## config.mk

```make
export PLATFORM = sky130hd
export DESIGN_NAME = rfgc_core
export DESIGN_NICKNAME = d
export VERILOG_FILES = /design/src/common/rfgc_pkg.sv /design/src/rtl/rfgc_core.sv
export VERILOG_INCLUDE_DIRS = /design/src /design/src/common
export SDC_FILE = /design/constraint.sdc
export NUM_CORES = 1
export LEC_CHECK = 0
export ABC_AREA = 1
export BUFFER_PORTS_ARGS = -buffer_cell sky130_fd_sc_hd__buf_2
export CAP_MARGIN = 20
export CORE_UTILIZATION = 62
export CTS_BUF_LIST = sky130_fd_sc_hd__clkbuf_2
export DETAILED_ROUTE_END_ITERATION = 12
export PLACE_DENSITY = 0.89
export RECOVER_POWER = 25
export SKIP_LAST_GASP = 1
export SYNTH_ARGS = -nofsm -noshare
export SYNTH_HDL_FRONTEND = slang
export SYNTH_SLANG_ARGS = --single-unit
```

## constraint.sdc

```tcl
create_clock -name core_clk -period 8.55 [get_ports core_clk]
set_input_delay 1.2825 -clock core_clk [delete_from_list [all_inputs] [get_ports core_clk]]
set_output_delay 1.2825 -clock core_clk [all_outputs]
set_load 0.01 [all_outputs]
```

## src/common/rfgc_defs.svh

```systemverilog
`ifndef RFGC_DEFS_SVH
`define RFGC_DEFS_SVH
// Function
// - Frequency compensation runs only for two- or four-level FSK/GFSK.
// - Track min and max demodulated frequency, derive offset correction.
// - Mode bit zero corrects at slicer, one retunes second IF.
// - Current frequency error estimate readable in a status register.
// - Start fast gain above power threshold, slow after fast period.
// - Fast and slow gains are four-bit log2 values, 0 to 15.
// - Fast period counts samples 0..255; zero switches on sync detect.
// - Enable bit turns frequency compensation on or off.
// - Attenuation moves in 6 dB steps up to 48 dB.
// - Peak amplitude compared against low and high thresholds.
// - Above high threshold, skip measuring, raise one step each hold.
// - Lower one step after whole measure interval below low threshold.
// - High threshold field 0..15, recommended 5.
// - Two low thresholds, 5 and 4, chosen per step by select field.
// - Measure interval is 12 clocks times two to exponent, default 2.
// - After each change wait 12 clocks times hold value, default 0x0C.
// - Gain control enable bit and freeze level on sync option.
// - Repeat steps until amplitude sits between thresholds, then hold.

`define RFGC_OFS_CTRL      8'h00
`define RFGC_OFS_FC_GAIN   8'h04
`define RFGC_OFS_FC_PERIOD 8'h08
`define RFGC_OFS_PWR_THR   8'h0C
`define RFGC_OFS_GC_HI     8'h10
`define RFGC_OFS_GC_LO     8'h14
`define RFGC_OFS_GC_SEL    8'h18
`define RFGC_OFS_GC_TIME   8'h1C
`define RFGC_OFS_FERR      8'h20
`define RFGC_OFS_STATUS    8'h24

`define RFGC_CTRL_FC_EN    0
`define RFGC_CTRL_FC_MODE  1
`define RFGC_CTRL_GC_EN    2
`define RFGC_CTRL_FREEZE   3
`define RFGC_CTRL_MOD_LSB  4
`define RFGC_HOLD_LSB      8

`define RFGC_RST_FAST_GAIN 4'h2
`define RFGC_RST_SLOW_GAIN 4'h5
`define RFGC_RST_PERIOD    8'h10
`define RFGC_RST_PWR_THR   8'h40
`define RFGC_RST_HI_THR    4'h5
`define RFGC_RST_LO_THR0   4'h5
`define RFGC_RST_LO_THR1   4'h4
`define RFGC_RST_LO_SEL    8'h10
`define RFGC_RST_MEAS_EXP  4'h2
`define RFGC_RST_HOLD      6'h0C

`define RFGC_TICK_MULT     12
`define RFGC_STEP_DB       6
`define RFGC_MAX_DB        48
`define RFGC_MAX_STEP      (`RFGC_MAX_DB / `RFGC_STEP_DB)
`endif

```

## src/common/rfgc_pkg.sv

```systemverilog
package rfgc_pkg;
  typedef enum logic [1:0] {
    MOD_2FSK,
    MOD_4FSK,
    MOD_ASK,
    MOD_OOK
  } rfgc_mod_t;

  typedef enum logic [1:0] {
    FC_IDLE,
    FC_FAST,
    FC_SLOW
  } rfgc_fc_state_t;

  typedef enum logic [1:0] {
    GC_IDLE,
    GC_HOLD,
    GC_MEAS
  } rfgc_gc_state_t;
endpackage

```

## src/rtl/rfgc_core.sv

```systemverilog
// Chosen here: the address map and the strobed register port.
`include "rfgc_defs.svh"

module rfgc_core #(
  parameter int FW = 16,
  parameter int MW = 20
) (
  input  wire logic                 core_clk,
  input  wire logic                 rst_n,
  input  wire logic [7:0]           reg_addr,
  input  wire logic [31:0]          reg_wdata,
  input  wire logic                 reg_wr,
  input  wire logic                 reg_rd,
  output logic      [31:0]          reg_rdata,
  input  wire logic                 rx_active,
  input  wire logic                 sync_det,
  input  wire logic [7:0]           rssi_level,
  input  wire logic                 freq_valid,
  input  wire logic signed [FW-1:0] freq_sample,
  input  wire logic                 amp_valid,
  input  wire logic [3:0]           amp_peak,
  output logic signed [FW-1:0]      slicer_offset,
  output logic signed [FW-1:0]      if2_tune,
  output logic [3:0]                atten_step,
  output logic [5:0]                atten_db,
  output logic                      fc_fast_mode
);
  import rfgc_pkg::*;

  logic                 fc_en_ff;
  logic                 fc_mode_ff;
  logic                 gc_en_ff;
  logic                 freeze_en_ff;
  rfgc_mod_t            mod_sel_ff;
  logic [3:0]           fast_gain_ff;
  logic [3:0]           slow_gain_ff;
  logic [7:0]           period_ff;
  logic [7:0]           pwr_thr_ff;
  logic [3:0]           hi_thr_ff;
  logic [3:0]           lo_thr0_ff;
  logic [3:0]           lo_thr1_ff;
  logic [7:0]           lo_sel_ff;
  logic [3:0]           meas_exp_ff;
  logic [5:0]           hold_val_ff;
  logic [31:0]          rdata_ff;
  logic [31:0]          nxt_rdata;

  // Software configuration
  always_ff @(posedge core_clk or negedge rst_n) begin
    if (!rst_n) begin
      fc_en_ff     <= 1'b0;
      fc_mode_ff   <= 1'b0;
      gc_en_ff     <= 1'b0;
      freeze_en_ff <= 1'b0;
      mod_sel_ff   <= MOD_2FSK;
      fast_gain_ff <= `RFGC_RST_FAST_GAIN;
      slow_gain_ff <= `RFGC_RST_SLOW_GAIN;
      period_ff    <= `RFGC_RST_PERIOD;
      pwr_thr_ff   <= `RFGC_RST_PWR_THR;
      hi_thr_ff    <= `RFGC_RST_HI_THR;
      lo_thr0_ff   <= `RFGC_RST_LO_THR0;
      lo_thr1_ff   <= `RFGC_RST_LO_THR1;
      lo_sel_ff    <= `RFGC_RST_LO_SEL;
      meas_exp_ff  <= `RFGC_RST_MEAS_EXP;
      hold_val_ff  <= `RFGC_RST_HOLD;
    end else if (reg_wr) begin
      case (reg_addr)
        `RFGC_OFS_CTRL: begin
          fc_en_ff     <= reg_wdata[`RFGC_CTRL_FC_EN];
          fc_mode_ff   <= reg_wdata[`RFGC_CTRL_FC_MODE];
          gc_en_ff     <= reg_wdata[`RFGC_CTRL_GC_EN];
          freeze_en_ff <= reg_wdata[`RFGC_CTRL_FREEZE];
          mod_sel_ff   <= rfgc_mod_t'(reg_wdata[`RFGC_CTRL_MOD_LSB +: 2]);
        end
        `RFGC_OFS_FC_GAIN: begin
          slow_gain_ff <= reg_wdata[3:0];
          fast_gain_ff <= reg_wdata[7:4];
        end
        `RFGC_OFS_FC_PERIOD: period_ff <= reg_wdata[7:0];
        `RFGC_OFS_PWR_THR:   pwr_thr_ff <= reg_wdata[7:0];
        `RFGC_OFS_GC_HI:     hi_thr_ff <= reg_wdata[3:0];
        `RFGC_OFS_GC_LO: begin
          lo_thr0_ff <= reg_wdata[3:0];
          lo_thr1_ff <= reg_wdata[7:4];
        end
        `RFGC_OFS_GC_SEL:    lo_sel_ff <= reg_wdata[7:0];
        `RFGC_OFS_GC_TIME: begin
          meas_exp_ff <= reg_wdata[3:0];
          hold_val_ff <= reg_wdata[`RFGC_HOLD_LSB +: 6];
        end
        default: ;
      endcase
    end
  end

  // ---------------- Frequency offset compensation
  rfgc_fc_state_t       fc_state_ff;
  rfgc_fc_state_t       nxt_fc_state;
  logic [7:0]           fc_cnt_ff;
  logic signed [FW-1:0] fmin_ff;
  logic signed [FW-1:0] fmax_ff;
  logic signed [FW-1:0] est_ff;
  logic signed [FW-1:0] nmin;
  logic signed [FW-1:0] nmax;
  logic signed [FW:0]   center;
  logic signed [FW+1:0] err;
  logic signed [FW+1:0] corr;
  logic [3:0]           gain;
  logic                 fm_sel;
  logic                 fc_start;
  logic                 fc_stop;
  logic                 fc_run;
  logic                 fast_done;

  assign fm_sel   = (mod_sel_ff == MOD_2FSK) || (mod_sel_ff == MOD_4FSK);
  assign fc_stop  = !fc_en_ff || !fm_sel || !rx_active;
  assign fc_start = !fc_stop && (rssi_level > pwr_thr_ff);
  assign fc_run   = (fc_state_ff != FC_IDLE) && freq_valid;
  // Zero period hands the switch to sync detection
  assign fast_done = (period_ff == 8'h00) ? sync_det
                   : (freq_valid && (fc_cnt_ff == period_ff - 8'h01));

  always_comb begin
    nxt_fc_state = fc_state_ff;
    case (fc_state_ff)
      FC_IDLE: nxt_fc_state = fc_start ? FC_FAST : FC_IDLE;
      FC_FAST: nxt_fc_state = fc_stop ? FC_IDLE : (fast_done ? FC_SLOW : FC_FAST);
      FC_SLOW: nxt_fc_state = fc_stop ? FC_IDLE : FC_SLOW;
      default: nxt_fc_state = FC_IDLE;
    endcase
  end

  always_ff @(posedge core_clk or negedge rst_n) begin
    if (!rst_n) begin
      fc_state_ff <= FC_IDLE;
    end else begin
      fc_state_ff <= nxt_fc_state;
    end
  end

  always_ff @(posedge core_clk or negedge rst_n) begin
    if (!rst_n) begin
      fc_cnt_ff <= 8'h00;
    end else if (fc_state_ff != FC_FAST) begin
      fc_cnt_ff <= 8'h00;
    end else if (freq_valid) begin
      fc_cnt_ff <= fc_cnt_ff + 8'h01;
    end
  end

  // Extremes of the demodulated frequency since the loop started
  assign nmin   = (freq_sample < fmin_ff) ? freq_sample : fmin_ff;
  assign nmax   = (freq_sample > fmax_ff) ? freq_sample : fmax_ff;
  assign center = ((FW+1)'(nmin) + (FW+1)'(nmax)) >>> 1;
  assign err    = (FW+2)'(center) - (FW+2)'(est_ff);
  assign gain   = (fc_state_ff == FC_FAST) ? fast_gain_ff : slow_gain_ff;
  assign corr   = err >>> gain;

  always_ff @(posedge core_clk or negedge rst_n) begin
    if (!rst_n) begin
      fmin_ff <= {1'b0, {(FW-1){1'b1}}};
      fmax_ff <= {1'b1, {(FW-1){1'b0}}};
    end else if (fc_state_ff == FC_IDLE) begin
      fmin_ff <= {1'b0, {(FW-1){1'b1}}};
      fmax_ff <= {1'b1, {(FW-1){1'b0}}};
    end else if (freq_valid) begin
      fmin_ff <= nmin;
      fmax_ff <= nmax;
    end
  end

  // Estimate moves toward the midpoint by 2^-gain each sample
  always_ff @(posedge core_clk or negedge rst_n) begin
    if (!rst_n) begin
      est_ff <= '0;
    end else if (fc_state_ff == FC_IDLE && fc_start) begin
      est_ff <= '0;
    end else if (fc_run) begin
      est_ff <= FW'(est_ff + corr);
    end
  end

  always_ff @(posedge core_clk or negedge rst_n) begin
    if (!rst_n) begin
      slicer_offset <= '0;
      if2_tune      <= '0;
      fc_fast_mode  <= 1'b0;
    end else begin
      slicer_offset <= fc_mode_ff ? '0 : est_ff;
      if2_tune      <= fc_mode_ff ? est_ff : '0;
      fc_fast_mode  <= (nxt_fc_state == FC_FAST);
    end
  end

  // ---------------- Gain control loop
  rfgc_gc_state_t gc_state_ff;
  rfgc_gc_state_t nxt_gc_state;
  logic [MW-1:0]  gc_cnt_ff;
  logic [MW-1:0]  nxt_gc_cnt;
  logic [3:0]     step_ff;
  logic [3:0]     nxt_step;
  logic           below_ff;
  logic           nxt_below;
  logic           frozen_ff;
  logic [2:0]     lo_idx;
  logic [3:0]     lo_thr;
  logic [MW-1:0]  hold_cyc;
  logic [MW-1:0]  meas_cyc;
  logic           gc_run;
  logic           too_high;

  assign lo_idx   = (step_ff > 4'd7) ? 3'd7 : step_ff[2:0];
  assign lo_thr   = lo_sel_ff[lo_idx] ? lo_thr1_ff : lo_thr0_ff;
  assign hold_cyc = MW'(`RFGC_TICK_MULT * hold_val_ff);
  assign meas_cyc = MW'(`RFGC_TICK_MULT) << meas_exp_ff;
  assign gc_run   = gc_en_ff && rx_active && !frozen_ff;
  assign too_high = amp_valid && (amp_peak > hi_thr_ff);

  // Freeze on sync; the set wins over the end-of-reception clear
  always_ff @(posedge core_clk or negedge rst_n) begin
    if (!rst_n) begin
      frozen_ff <= 1'b0;
    end else if (freeze_en_ff && sync_det && gc_en_ff) begin
      frozen_ff <= 1'b1;
    end else if (!rx_active || !gc_en_ff) begin
      frozen_ff <= 1'b0;
    end
  end

  always_comb begin
    nxt_gc_state = gc_state_ff;
    nxt_gc_cnt   = gc_cnt_ff;
    nxt_step     = step_ff;
    nxt_below    = below_ff;
    case (gc_state_ff)
      GC_IDLE: if (gc_run) begin
        nxt_gc_state = GC_MEAS;
        nxt_gc_cnt   = meas_cyc;
        nxt_below    = 1'b1;
      end
      GC_HOLD: if (gc_cnt_ff <= MW'(1)) begin
        nxt_gc_state = GC_MEAS;
        nxt_gc_cnt   = meas_cyc;
        nxt_below    = 1'b1;
      end else begin
        nxt_gc_cnt = gc_cnt_ff - MW'(1);
      end
      GC_MEAS: begin
        if (too_high) begin
          // No measuring while too strong: step and hold at once
          if (step_ff < 4'(`RFGC_MAX_STEP)) begin
            nxt_step = step_ff + 4'd1;
          end
          nxt_gc_state = GC_HOLD;
          nxt_gc_cnt   = hold_cyc;
        end else begin
          if (amp_valid && (amp_peak >= lo_thr)) begin
            nxt_below = 1'b0;
          end
          if (gc_cnt_ff <= MW'(1)) begin
            if (nxt_below && (step_ff != 4'd0)) begin
              nxt_step     = step_ff - 4'd1;
              nxt_gc_state = GC_HOLD;
              nxt_gc_cnt   = hold_cyc;
            end else begin
              nxt_gc_cnt = meas_cyc;
              nxt_below  = 1'b1;
            end
          end else begin
            nxt_gc_cnt = gc_cnt_ff - MW'(1);
          end
        end
      end
      default: nxt_gc_state = GC_IDLE;
    endcase
    if (!gc_run) begin
      nxt_gc_state = GC_IDLE;
      nxt_step     = step_ff;
    end
    if (!rx_active || !gc_en_ff) begin
      nxt_step = 4'd0;
    end
  end

  always_ff @(posedge core_clk or negedge rst_n) begin
    if (!rst_n) begin
      gc_state_ff <= GC_IDLE;
      gc_cnt_ff   <= '0;
      below_ff    <= 1'b0;
    end else begin
      gc_state_ff <= nxt_gc_state;
      gc_cnt_ff   <= nxt_gc_cnt;
      below_ff    <= nxt_below;
    end
  end

  always_ff @(posedge core_clk or negedge rst_n) begin
    if (!rst_n) begin
      step_ff <= 4'd0;
    end else begin
      step_ff <= nxt_step;
    end
  end

  assign atten_step = step_ff;
  assign atten_db   = 6'(step_ff * `RFGC_STEP_DB);

  // ---------------- Register read port
  always_comb begin
    nxt_rdata = 32'h0000_0000;
    case (reg_addr)
      `RFGC_OFS_CTRL: begin
        nxt_rdata[`RFGC_CTRL_FC_EN]      = fc_en_ff;
        nxt_rdata[`RFGC_CTRL_FC_MODE]    = fc_mode_ff;
        nxt_rdata[`RFGC_CTRL_GC_EN]      = gc_en_ff;
        nxt_rdata[`RFGC_CTRL_FREEZE]     = freeze_en_ff;
        nxt_rdata[`RFGC_CTRL_MOD_LSB +: 2] = mod_sel_ff;
      end
      `RFGC_OFS_FC_GAIN:   nxt_rdata[7:0] = {fast_gain_ff, slow_gain_ff};
      `RFGC_OFS_FC_PERIOD: nxt_rdata[7:0] = period_ff;
      `RFGC_OFS_PWR_THR:   nxt_rdata[7:0] = pwr_thr_ff;
      `RFGC_OFS_GC_HI:     nxt_rdata[3:0] = hi_thr_ff;
      `RFGC_OFS_GC_LO:     nxt_rdata[7:0] = {lo_thr1_ff, lo_thr0_ff};
      `RFGC_OFS_GC_SEL:    nxt_rdata[7:0] = lo_sel_ff;
      `RFGC_OFS_GC_TIME: begin
        nxt_rdata[3:0]                 = meas_exp_ff;
        nxt_rdata[`RFGC_HOLD_LSB +: 6] = hold_val_ff;
      end
      `RFGC_OFS_FERR: nxt_rdata = 32'(est_ff);
      `RFGC_OFS_STATUS: begin
        nxt_rdata[3:0] = step_ff;
        nxt_rdata[4]   = (fc_state_ff == FC_FAST);
        nxt_rdata[5]   = (fc_state_ff == FC_SLOW);
        nxt_rdata[6]   = frozen_ff;
      end
      default: nxt_rdata = 32'h0000_0000;
    endcase
  end

  always_ff @(posedge core_clk or negedge rst_n) begin
    if (!rst_n) begin
      rdata_ff <= 32'h0000_0000;
    end else begin
      rdata_ff <= reg_rd ? nxt_rdata : 32'h0000_0000;
    end
  end

  assign reg_rdata = rdata_ff;

  // ---------------- Checks
  logic [MW-1:0] hold_len_ff;

  always_ff @(posedge core_clk or negedge rst_n) begin
    if (!rst_n) begin
      hold_len_ff <= '0;
    end else if (gc_state_ff == GC_HOLD) begin
      hold_len_ff <= hold_len_ff + MW'(1);
    end else begin
      hold_len_ff <= '0;
    end
  end
endmodule

```

# Word-level counts from Yosys, hierarchy flattened
# Cells that the tools add are included.
# totals
ff_bits,211
in_bits,76
word_cells,183
# classes
add_sub_neg,8
multipliers,2
order_cmp,9
eq_ne,24
shifts,2
muxes,60
reduce_logical,49
# ops
op,count
$mux W16,10
$mux W20,5
$pmux W20 S3,1
$pmux W4 S10,1
$mux W4,9
$eq A8 B5 Y1 const B,4
$mux W32,1
$le A20 B1 Y1 const B,1
$shl A4 B4 Y20 const A,1
$sub A20 B1 Y20 const B,1
$mux W18,1
$reduce_and A2 Y1,9
$add A16 B16 Y17,1
$sshr A17 B4 Y16,1
$sub A16 B16 Y17,1
$add A16 B16 Y16,1
$eq A8 B4 Y1 const B,2
$eq A8 B6 Y1 const B,2
$gt A16 B16 Y1,1
$logic_not A8 Y1,2
$lt A16 B16 Y1,1
$mux W2,8
$mux W8,2
$pmux W2 S8,1
other kinds (39),87

# Depth between registers and ports, before layout
# Gate-level depths: netlist (run 1).
# logic_depth
ltp_word,17
mapped_depth,59
mapped_depth_nobuf,58

# Worst setup path before layout (run 1)
# No wires, ideal clock.
# synth_timing
path_kind,input to register
startpoint,input freq_sample[9]
endpoint,register est_ff[12]
setup_ps,126
arrival_time_ps,7361
required_time_ps,8424
path_slack_ps,1063
path_stages,51
path_cell_list,ha_1 nand2_1 inv_1 o21ai_0 a21oi_1 nor2_1 nand3_1 nand3_1 clkbuf_1 nand2_1 o21ai_1 inv_1 fa_1 inv_1 a31oi_1 o21ai_2 a21oi_1 o21bai_1 (+15 left out) nand2_1 nand2_1 nand2_1 o21ai_1 ha_1 inv_1 fa_1 o21ai_1 nand3_1 nand2_1 nand2_1 nand2_1 a21oi_1 o21ai_1 a31oi_1 or2_1 nand3_1 o21ai_0
# synth_via
elab_chain_len,8
word_cells_on_any_way,10
classes_between,3 x add/sub; 2 x order compare; 1 x shift; 4 x mux
# synth_rtl
element,line,source
from (decl),rfgc_core.sv:19,"input wire logic signed [FW-1:0] freq_sample,"
$lt A16 B16 Y1 or $gt A16 B16 Y1 (tied branches),"rfgc_core.sv:152, rfgc_core.sv:153",
"$mux W16, on equally long branches","rfgc_core.sv:152, rfgc_core.sv:153",
$add A16 B16 Y17 *,rfgc_core.sv:154,assign center = ((FW+1)'(nmin) + (FW+1)'(nmax)) >>> 1;
$sub A16 B16 Y17 *,rfgc_core.sv:155,assign err = (FW+2)'(center) - (FW+2)'(est_ff);
$sshr A17 B4 Y16 *,rfgc_core.sv:157,assign corr = err >>> gain;
$add A16 B16 Y16 *,rfgc_core.sv:179,est_ff <= FW'(est_ff + corr);
$mux W16 *,rfgc_core.sv:178,end else if (fc_run) begin
$mux W16 *,rfgc_core.sv:176,end else if (fc_state_ff == FC_IDLE && fc_start) begin
to (signal assigned),rfgc_core.sv:179,
to (decl),rfgc_core.sv:102,logic signed [FW-1:0] est_ff;
# Every way passes the cells marked *; elsewhere a longest branch is shown, timed or not. The select of a mux whose other input is x is not followed.
# A chain may end at the register's enable or synchronous reset.

# Final worst setup path (run 1)
# layout_timing
startpoint,register fmax_ff[15]
endpoint,register est_ff[12]
# layout_via
elab_chain_len,8
# layout_rtl
element,line,source
from (decl),rfgc_core.sv:101,logic signed [FW-1:0] fmax_ff;
from (signal assigned),rfgc_core.sv:162,"fmax_ff <= {1'b1, {(FW-1){1'b0}}};"
from (signal assigned),rfgc_core.sv:165,"fmax_ff <= {1'b1, {(FW-1){1'b0}}};"
from (signal assigned),rfgc_core.sv:168,fmax_ff <= nmax;
$gt A16 B16 Y1,rfgc_core.sv:153,assign nmax = (freq_sample > fmax_ff) ? freq_sample : fmax_ff;
$mux W16 *,rfgc_core.sv:153,
$add A16 B16 Y17 *,rfgc_core.sv:154,
$sub A16 B16 Y17 *,rfgc_core.sv:155,
$sshr A17 B4 Y16 *,rfgc_core.sv:157,
$add A16 B16 Y16 *,rfgc_core.sv:179,
$mux W16 *,rfgc_core.sv:178,
$mux W16 *,rfgc_core.sv:176,
# Marks and branches as above.

==> impl_metrics.csv, run 1 <==
group,metric,value,unit
sta,max_freq,130.9,MHz
layout,layout_common_cells,"nand2_1 (415), inv_1 (265), o21ai_0 (166), dfrtp_1 (165), buf_2 (129)",
setup_path,cp_slowest_cell,"dfstp_2",
setup_path,r2r_slack,910,ps
layout,seq_area,0.004917,mm²
sta,tightestPinTransition,3995,ps
clock_tree,clock_latency,860,ps
synth,yosysWarnings,0,
routing,drt_iter0_drc,1197,
synth,synth-main-ff-cell,"dfrtp_1",
die,fp.dieH,154.4,µm
synth,yosysSeqAreaShare,34.15,%
routing,wire_per_inst,16.56,µm
setup_path,startpoint,"fmax_ff[15]",
placement,placed_area,0.01521,mm²
hold_path,whs_path_depth,2,
clock_tree,clkTransAtPathRegs,320,ps
routing,vias,13810,
clock_tree,holdBufCountCts,0,
layout,areaGrowthSynthToFinish,7.620,%
clock_tree,cts_root_buf,"clkbuf_2",
synth,synth.largest_area_cell,"dfrtp_1",
pwr,powerDensity,221.6,mW/mm²
routing,wl,38540,µm
routing,via_per_inst,5.934,
setup_path,cp_data_required_time,9280,ps
setup_path,cp.depth,47,
pwr,total_power,3434,µW
sta,fin_crit_sh,89.37,%
setup_path,rr_endpoint,"est_ff[12]",
run_status,status,"finished with violations",
clock_tree,cts_sinks,195,
die,io_pins,151,
placement,gp_congestion,0.9696,
die,dieArea,0.02384,mm²
setup_path,endpoint,"est_ff[12]",
die,initial_core_util,63.41,%
clock_tree,htreeDepth,4,
sta,period_needed,7641,ps
setup_path,timing.rr.start,"fmax_ff[15]",
layout,final_common_cell,"nand2_1",
synth,synth_cell_type_count,66,
routing,remaining_drc_errors,0,
sta,rsz0062_at_grt,"no",
global_routing,grt_max_degree,80,
setup_path,cp-end-kind,"register",
hold_path,holdCritPathClass,"reg -> reg",
global_routing,first_global_vias,13000,
setup_path,cp_top_family,"compound AO/OA/AOI/OAI gates",
layout,drive_gt1_share,14.60,%
run_status,violations,"capacitance limit, slew limit",
routing,drtAntennaViolNets,0,
sta,hold_viol,0,
clock_tree,cts_tree,"done",
synth,syn-cell-area,0.01440,mm²
die,dieWidth,154.4,µm
routing,drtPass1Iterations,9,
placement,portBuffers,131,
sta,relSlewSlack,-166.4,%
layout,multi_input_area,0.008074,mm²
synth,synthCells,1927,
synth,synth_edf_count,0,
synth,synthesis.nets,2131,
layout,finalNetCount,2232,
setup_path,worst-path-buf-inv,7,
synth,ys_async_sr_fraction,100.0,%
layout,n_fill_cell,1879,
synth,synthTopCellsByArea,"dfrtp_1 (29%), nand2_1 (11%), ha_1 (11%), inv_1 (6.9%), o21ai_0 (5.8%)",
sta,skew,60.93,ps
setup_path,cp_common_cell,"nand2_1",
global_routing,grt_pass1_wl,63030,µm
setup_path,reg2reg_depth,47,
setup_path,critical_path_arrival,8370,ps
setup_path,path_class,"reg -> reg",
die,core_region_area,0.02271,mm²
synth,yosys.area.top_type_share,28.67,%
placement,hpwl,29530,µm
pwr,ir_drop,0.1595,mV
sta,setup_viol,0,
clock_tree,clockBufferDepth,2,
clock_tree,cts-buffers-inserted,17,
layout,instances_no_fill,2327,
setup_path,max_stage_delay,610,ps
global_routing,antenna_found_initial,1,
run,cap_violations,4,
pwr,p_leak,0.007992,µW
setup_path,path_max_fanout,18,
setup_path,start_kind,"register",
global_routing,grt.total_usage,33.17,%
sta,drv_slew,235,
die,rows,55,
synth,synth_area_per_cell,7.473,µm²
synth,ys_ff_latch,195,
layout,design_area,0.01550,mm²
placement,placedCellCount,2294,
global_routing,grt_overflow,0,
synthesized netlist by cell type, types with 17 or more instances:
cell type and n:
o22ai_1 43, buf_4 19, a21oi_1 114, o21ai_1 37, xor2_1 34, o21ai_0 166, nor3_1 25, ha_1 122
inv_2 21, nand2_2 17, clkbuf_1 35, xnor2_1 20, nand3_1 99, inv_1 264, dfstp_2 30, nor2_1 111
nand2_1 416, nand4_1 17, dfrtp_1 165
worst min path at each step:
| stage | end | startpoint |
|---|---|---|
| global placement | gc_cnt_ff[19] | gc_cnt_ff[19] |
| floorplan | gc_cnt_ff[19] | gc_cnt_ff[19] |
| global route | slow_gain_ff[0] | slow_gain_ff[0] |
| detailed placement | pwr_thr_ff[3] | pwr_thr_ff[3] |
| CTS | gc_cnt_ff[18] | rst_n |
| finish | lo_thr0_ff[0] | lo_thr0_ff[0] |
cell type report:
| cell class | instances | share of cell area, % |
|---|---|---|
| Antenna cell | 1 | 0.01615 |
| Clock buffer | 18 | 0.5813 |
| Clock inverter | 14 | 1.397 |
| Inverter | 289 | 7.008 |
| Multi-Input combinational cell | 1379 | 52.10 |
| Sequential cell | 195 | 31.73 |
| Tap cell | 285 | 2.301 |
| Timing Repair Buffer | 146 | 4.868 |
power breakdown:
| part | switching (µW) | internal [µW] |
|---|---|---|
| Sequential | 74.5 | 1000 |
| Clock | 370 | 183 |
| Combinational | 1140 | 667 |
| Total | 1580 | 1850 |
metal layers:
| layer | wire length (µm) | GRT usage [%] | part of all wire [%] |
|---|---|---|---|
| met4 | 1272 | 12.54 | 3.3 |
| met5 | 0 | 0 | 0 |
| met3 | 3032 | 5.127 | 7.9 |
| met1 | 16300 | 44.47 | 42 |
| met2 | 17940 | 54.32 | 47 |
stage by stage:
step,worst slack (ps),TNS (ps),hold slack [ps],utilization (%)
floorplan,1063,0,452.7,-
global placement,139.2,0,466.1,66.98
detailed placement,-3.932,-3.932,474.4,66.98
CTS,836.6,0,286.6,68.33
global route,174.6,0,544.7,68.24
finish,909.3,0,521.7,68.24
registers in the layout, summed over array words and instances, names as in the netlist, 4 cells and up:
name,cells
slicer_offset,16
period_ff,8
fmax_ff,16
slow_gain_ff,4
lo_thr1_ff,4
est_ff,16
lo_thr0_ff,4
if2_tune,16
atten_step,4
hold_val_ff,6
fmin_ff,16
lo_sel_ff,8
reg_rdata,16
meas_exp_ff,4
hi_thr_ff,4
gc_cnt_ff,20
fc_cnt_ff,8
fast_gain_ff,4
pwr_thr_ff,8
worst min-delay path, stage by stage, from the launching register on:
cell and delay, ps:
dfstp_2 440, nand2_1 50, o21ai_0 80
kinds of logic after synthesis:
logic type      Yosys count  share of synthesized area [%]
buf+inv                 353                          9.784
flops                   195                          34.15
other cells               1                        0.02604
fa+ha+maj               128                          11.43
mux                       9                         0.6690
simple gates            734                          22.38
compound gates          453                          18.27
xor+xnor                 54                          3.284
repair_timing:
item	in CTS	in global routing
setup buffers	0	0
resized for setup	0	1
setup endpoints to repair	0	1
Power figures use the tool's default switching activity.
==> run 2, diff against run 1 <==
==> constraint.sdc (replaced) <==
create_clock -name core_clk -period 8.55 [get_ports core_clk]
set_input_delay 0 -clock core_clk [delete_from_list [all_inputs] [get_ports core_clk]]
set_output_delay 0 -clock core_clk [all_outputs]
set_load 0.01 [all_outputs]
==> impl_metrics.csv, run 2 (synthesized netlist as in run 1, its figures left out) <==
group,metric,value,unit
run_status,status,"finished with violations",
run_status,violations,"capacitance limit, slew limit",
sta,drv_slew,124,
layout,layout_common_cells,"nand2_1 (415), inv_1 (264), dfrtp_1 (165), o21ai_0 (163), buf_2 (130)",
die,dieWidth,154.4,µm
setup_path,start_kind,"register",
sta,fin_crit_sh,91.43,%
global_routing,antenna_found_initial,2,
clock_tree,postCtsSetupRepairBufs,0,
sta,setup_viol,0,
sta,tightestPinTransition,3419,ps
placement,hpwl,29360,µm
setup_path,path_max_fanout,14,
setup_path,path_class,"reg -> reg",
setup_path,cp-end-kind,"register",
routing,via_per_inst,5.936,
routing,vias,14230,
die,dieArea,0.02384,mm²
sta,hold_viol,0,
sta,max_freq,127.9,MHz
global_routing,grt_pass1_wl,66020,µm
global_routing,grtUsageMet3,5.884,%
die,initial_core_util,63.41,%
clock_tree,clkTransAtPathRegs,340,ps
clock_tree,clock_latency,840,ps
layout,largest-register,"gc_cnt_ff",
routing,wire_per_inst,17.15,µm
pwr,powerDensity,210.8,mW/mm²
die,io_pins,151,
routing,remaining_drc_errors,0,
die,core_region_area,0.02271,mm²
hold_path,holdCritPathClass,"in -> reg",
global_routing,grt_max_degree,72,
global_routing,first_global_vias,13540,
routing,wl,41120,µm
die,fp.dieH,154.4,µm
clock_tree,cts_root_buf,"clkbuf_2",
global_routing,grt_overflow,0,
die,rows,55,
global_routing,grt.total_usage,34.77,%
routing,drt_iter0_drc,1386,
global_routing,met2_usage,58.61,%
sta,relSlewSlack,-127.9,%
sta,period_needed,7817,ps
placement,gp_congestion,0.9818,
clock_tree,clockBufferDepth,2,
layout,design_area,0.01619,mm²
placement,portBuffers,131,
setup_path,r2r_slack,730,ps
layout,areaGrowthSynthToFinish,12.41,%
clock_tree,cts_sinks,195,
run,cap_violations,2,
setup_path,cp_common_cell,"nand2_1",
global_routing,met1_usage,44.34,%
setup_path,cp_data_required_time,9260,ps
layout,largest_reg_flops,20,
setup_path,max_stage_delay,610,ps
sta,rsz0062_at_grt,"no",
placement,placed_area,0.01514,mm²
layout,drive_gt1_share,13.98,%
pwr,ir_drop,0.1533,mV
clock_tree,htreeDepth,4,
routing,drtPass1Iterations,7,
routing,drtAntennaViolNets,0,
setup_path,critical_path_arrival,8520,ps
layout,final_common_cell,"nand2_1",
setup_path,cp_slowest_cell,"dfstp_2",
sta,fin_tns_setup,0,ps
global_routing,top_usage_layer,"met2",
pwr,p_leak,0.008294,µW
sta,skew,63.38,ps
clock_tree,cts_tree,"done",
layout,finalNetCount,2301,
clock_tree,cts-buffers-inserted,17,
-- run 2: cell types whose count changed in the layout (fill, tap and decap cells not counted), moves of 2 or more --
cell	before	now
buf_4	12	5
dlygate4sd3_1	0	76
inv_6	2	4
o21ai_0	166	163
o21ai_1	37	40
-- run 2: path summary, 6_finish.rpt --
kind                                      start  depth (start not counted)              end
worst min register to register  slow_gain_ff[0]                          2  slow_gain_ff[0]
worst max-delay path                fmax_ff[15]                         49       est_ff[12]
worst max register to register      fmax_ff[15]                         49       est_ff[12]
min in group asynchronous                 rst_n                          3   hold_val_ff[3]
max in group asynchronous                 rst_n                          4        est_ff[5]
worst min-delay path               reg_wdata[7]                          4     period_ff[7]
-- run 2: what timing repair did --
item,in CTS,in global routing
resized for setup,0,5
endpoints found under the setup margin,0,1
endpoints found under the hold margin,310,0
hold buffers,77,0
-- run 2: critical path: cells and delay by family, from the launching register on --
family	cells	cell delay, ps
xor gates and xnor gates	1	170
and+or+nand+nor	22	2260
buffers and inverters	5	360
adders and majority gates	5	1700
AOI/OAI and AO/OA	16	2580
DFF	1	610
-- run 2: stage by stage --
step | std cells | hold WS [ps] | setup WS [ps] | utilization, % | power (µW)
5_1_grt | 2397 | 36.09 | 7.261 | 71.28 | 3657
3_5_place_dp | 2285 | 22.54 | 753.0 | 66.68 | 2821
3_3_place_gp | 2285 | 19.48 | 852.3 | 66.68 | 2770
4_1_cts | 2394 | 12.97 | 650.3 | 71.37 | 3375
2_1_floorplan | 1927 | -295.6 | 1817 | - | 2433
6_report | 2397 | 56.63 | 732.8 | 71.28 | 3413
-- run 2: area by class of cell --
| class | instances | area (µm²) |
|---|---|---|
| clock inverter | 14 | 186.4 |
| clock buffer | 18 | 90.09 |
| timing repair buffer | 215 | 1464 |
| fill | 1795 | 6523 |
| sequential | 195 | 4917 |
| multi-input combinational | 1379 | 8082 |
| inverter | 289 | 1086 |
| tap | 285 | 356.6 |
| antenna | 2 | 5.005 |
-- run 2: report_power, final --
group          internal [µW]  total [µW]  switching, µW
logic                    664        1810           1150
clock network            153         528            375
registers               1000        1070           74.7
total                   1820        3410           1600
-- run 2: metal layers --
metal,vias to the layer above,part of all wire (%)
met3,122,8.2
met2,729,47
met5,-,0
li1,6733,-
met4,0,3.5
met1,6644,41
==> run 3, diff against run 2 <==
--- a/config.mk
+++ b/config.mk
@@ -12,6 +12,7 @@
 export CORE_UTILIZATION = 62
 export CTS_BUF_LIST = sky130_fd_sc_hd__clkbuf_2
 export DETAILED_ROUTE_END_ITERATION = 12
+export GPL_ROUTABILITY_DRIVEN = 0
 export PLACE_DENSITY = 0.89
 export RECOVER_POWER = 25
 export SKIP_LAST_GASP = 1
==> constraint.sdc (replaced) <==
create_clock -name core_clk -period 8.55 [get_ports core_clk]
set_input_delay 1.71 -clock core_clk [delete_from_list [all_inputs] [get_ports core_clk]]
set_output_delay 1.71 -clock core_clk [all_outputs]
set_load 0.01 [all_outputs]
==> impl_metrics.csv, run 3 (synthesized netlist as in run 1, its figures left out) <==
group,metric,value,unit
placement,placedCellCount,2322,
layout,instances_no_fill,2356,
clock_tree,clkTransAtPathRegs,290,ps
die,rows,55,
clock_tree,postCtsSetupRepairBufs,0,
clock_tree,holdBufCountCts,0,
pwr,total_power,3487,µW
hold_path,hold_path_startpoint,"pwr_thr_ff[6]",
clock_tree,htreeDepth,4,
sta,hold-worst-slack,522.2,ps
sta,fin_crit_sh,93.53,%
die,initial_core_util,63.41,%
layout,drive_gt1_share,15.89,%
sta,period_needed,7996,ps
setup_path,rr_endpoint,"est_ff[12]",
layout,largest-register,"gc_cnt_ff",
setup_path,cp_common_cell,"nand2_1",
die,io_pins,151,
hold_path,whs_path_depth,2,
pwr,powerDensity,222.5,mW/mm²
global_routing,antenna_found_initial,1,
routing,drtAntennaViolNets,0,
setup_path,path_class,"in -> reg",
routing,wire_per_inst,16.69,µm
setup_path,cp-end-kind,"register",
layout,final_common_cell,"nand2_1",
clock_tree,cts_tree,"done",
layout,largest_reg_flops,20,
setup_path,cp_slowest_cell,"fa_1",
setup_path,cp_data_required_time,9250,ps
clock_tree,clockBufferDepth,2,
routing,wl,39330,µm
routing,via_per_inst,5.980,
setup_path,path_max_fanout,13,
sta,tightestPinTransition,6224,ps
setup_path,worst-path-buf-inv,8,
routing,vias,14090,
sta,skew,51.20,ps
layout,layout_common_cells,"nand2_1 (416), inv_1 (264), dfrtp_1 (165), o21ai_0 (161), buf_2 (128)",
setup_path,max_stage_delay,420,ps
clock_tree,cts-buffers-inserted,17,
global_routing,first_global_vias,13590,
clock_tree,cts_root_buf,"clkbuf_2",
hold_path,holdCritPathClass,"reg -> reg",
setup_path,timing.rr.start,"fmin_ff[1]",
sta,setup_viol,0,
global_routing,grt_pass1_wl,64290,µm
die,fp.dieH,154.4,µm
pwr,ir_drop,0.1836,mV
die,dieArea,0.02384,mm²
routing,drtPass1Iterations,8,
placement,hpwl,29830,µm
setup_path,critical_path_arrival,8700,ps
run,cap_violations,1,
clock_tree,cts_sinks,195,
hold_path,holdPathEnd,"pwr_thr_ff[6]",
routing,remaining_drc_errors,0,
sta,relSlewSlack,-314.9,%
routing,drt_iter0_drc,1531,
setup_path,reg2reg_depth,53,
layout,areaGrowthSynthToFinish,8.845,%
pwr,p_leak,0.008110,µW
global_routing,grt_max_degree,119,
layout,finalNetCount,2261,
run_status,status,"finished with violations",
run_status,violations,"capacitance limit, slew limit",
die,core_region_area,0.02271,mm²
clock_tree,clock_latency,830,ps
placement,portBuffers,131,
sta,drv_slew,119,
setup_path,cp_top_family,"compound AO/OA/AOI/OAI gates",
setup_path,r2r_slack,950,ps
die,dieWidth,154.4,µm
sta,max_freq,125.1,MHz
sta,rsz0062_at_grt,"no",
sta,hold_viol,0,
global_routing,grt.total_usage,33.61,%
setup_path,start_kind,"input port",
global_routing,grt_overflow,0,
-- run 3: cell types whose count changed in the layout (fill, tap and decap cells not counted), sizes merged --
| cell | change |
|---|---|
| buf | +36 |
| diode | -1 |
| dlygate4sd3 | -76 |
-- run 3: power by group --
group	total (µW)	leakage, µW	switching (µW)	internal (µW)
registers	1080	0.00250	75.2	1000
logic	1910	0.00546	1170	740
clock network	505	0.000154	358	147
total	3490	0.00811	1600	1890
-- run 3: worst max path at each step --
stage,startpoint,slack (ps),to,cells after the start
2_1_floorplan,freq_sample[9],640,est_ff[12],51
3_3_place_gp,freq_sample[9],50,est_ff[12],52
3_5_place_dp,freq_sample[9],-120,est_ff[12],52
4_1_cts,freq_sample[9],670,est_ff[12],52
5_1_grt,freq_sample[1],40,est_ff[12],54
6_report,freq_sample[1],550,est_ff[12],53
-- run 3: layout make-up --
class / instances / area (µm²)
Antenna cell: 1 / 2.502
Multi-Input combinational cell: 1379 / 8074
Timing Repair Buffer: 175 / 982.2
Fill cell: 1828 / 7036
Clock buffer: 18 / 90.09
Clock inverter: 14 / 165.2
Tap cell: 285 / 356.6
Inverter: 289 / 1086
Sequential cell: 195 / 4917
-- run 3: stage by stage --
| step | TNS [ps] | cell area [µm²] | worst slack, ps | util (%) |
|---|---|---|---|---|
| after CTS | 0 | 15680 | 672.5 | 69.03 |
| final | 0 | 15670 | 553.5 | 69.02 |
| after floorplan | 0 | 14400 | 635.2 | - |
| after global placement | 0 | 15420 | 53.24 | 67.91 |
| after global routing | 0 | 15670 | 39.04 | 69.02 |
| after detailed placement | -116.4 | 15420 | -116.4 | 67.91 |
-- run 3: worst register-to-register path, delay by kind of cell (launching register included) --
| family | cells | cell delay [ps] |
|---|---|---|
| adders and majority gates | 5 | 1500 |
| AOI/OAI and AO/OA | 18 | 2580 |
| DFF | 1 | 610 |
| buffers and inverters | 8 | 780 |
| xor gates and xnor gates | 2 | 270 |
| and+or+nand+nor | 20 | 1760 |
-- run 3: what timing repair did --
| action | in CTS | in global routing |
|---|---|---|
| resized for setup | 0 | 6 |
| hold endpoints to repair | 0 | 0 |
| setup endpoints to repair | 0 | 1 |
-- run 3: metal layers --
| metal | vias up | track usage (%) | share of wire (%) |
|---|---|---|---|
| li1 | 6643 | - | - |
| met1 | 6507 | 42.53 | 40 |
| met2 | 794 | 55.98 | 47 |
| met3 | 144 | 6.332 | 9.5 |
| met4 | 0 | 15.23 | 3.7 |
| met5 | - | 0 | 0 |
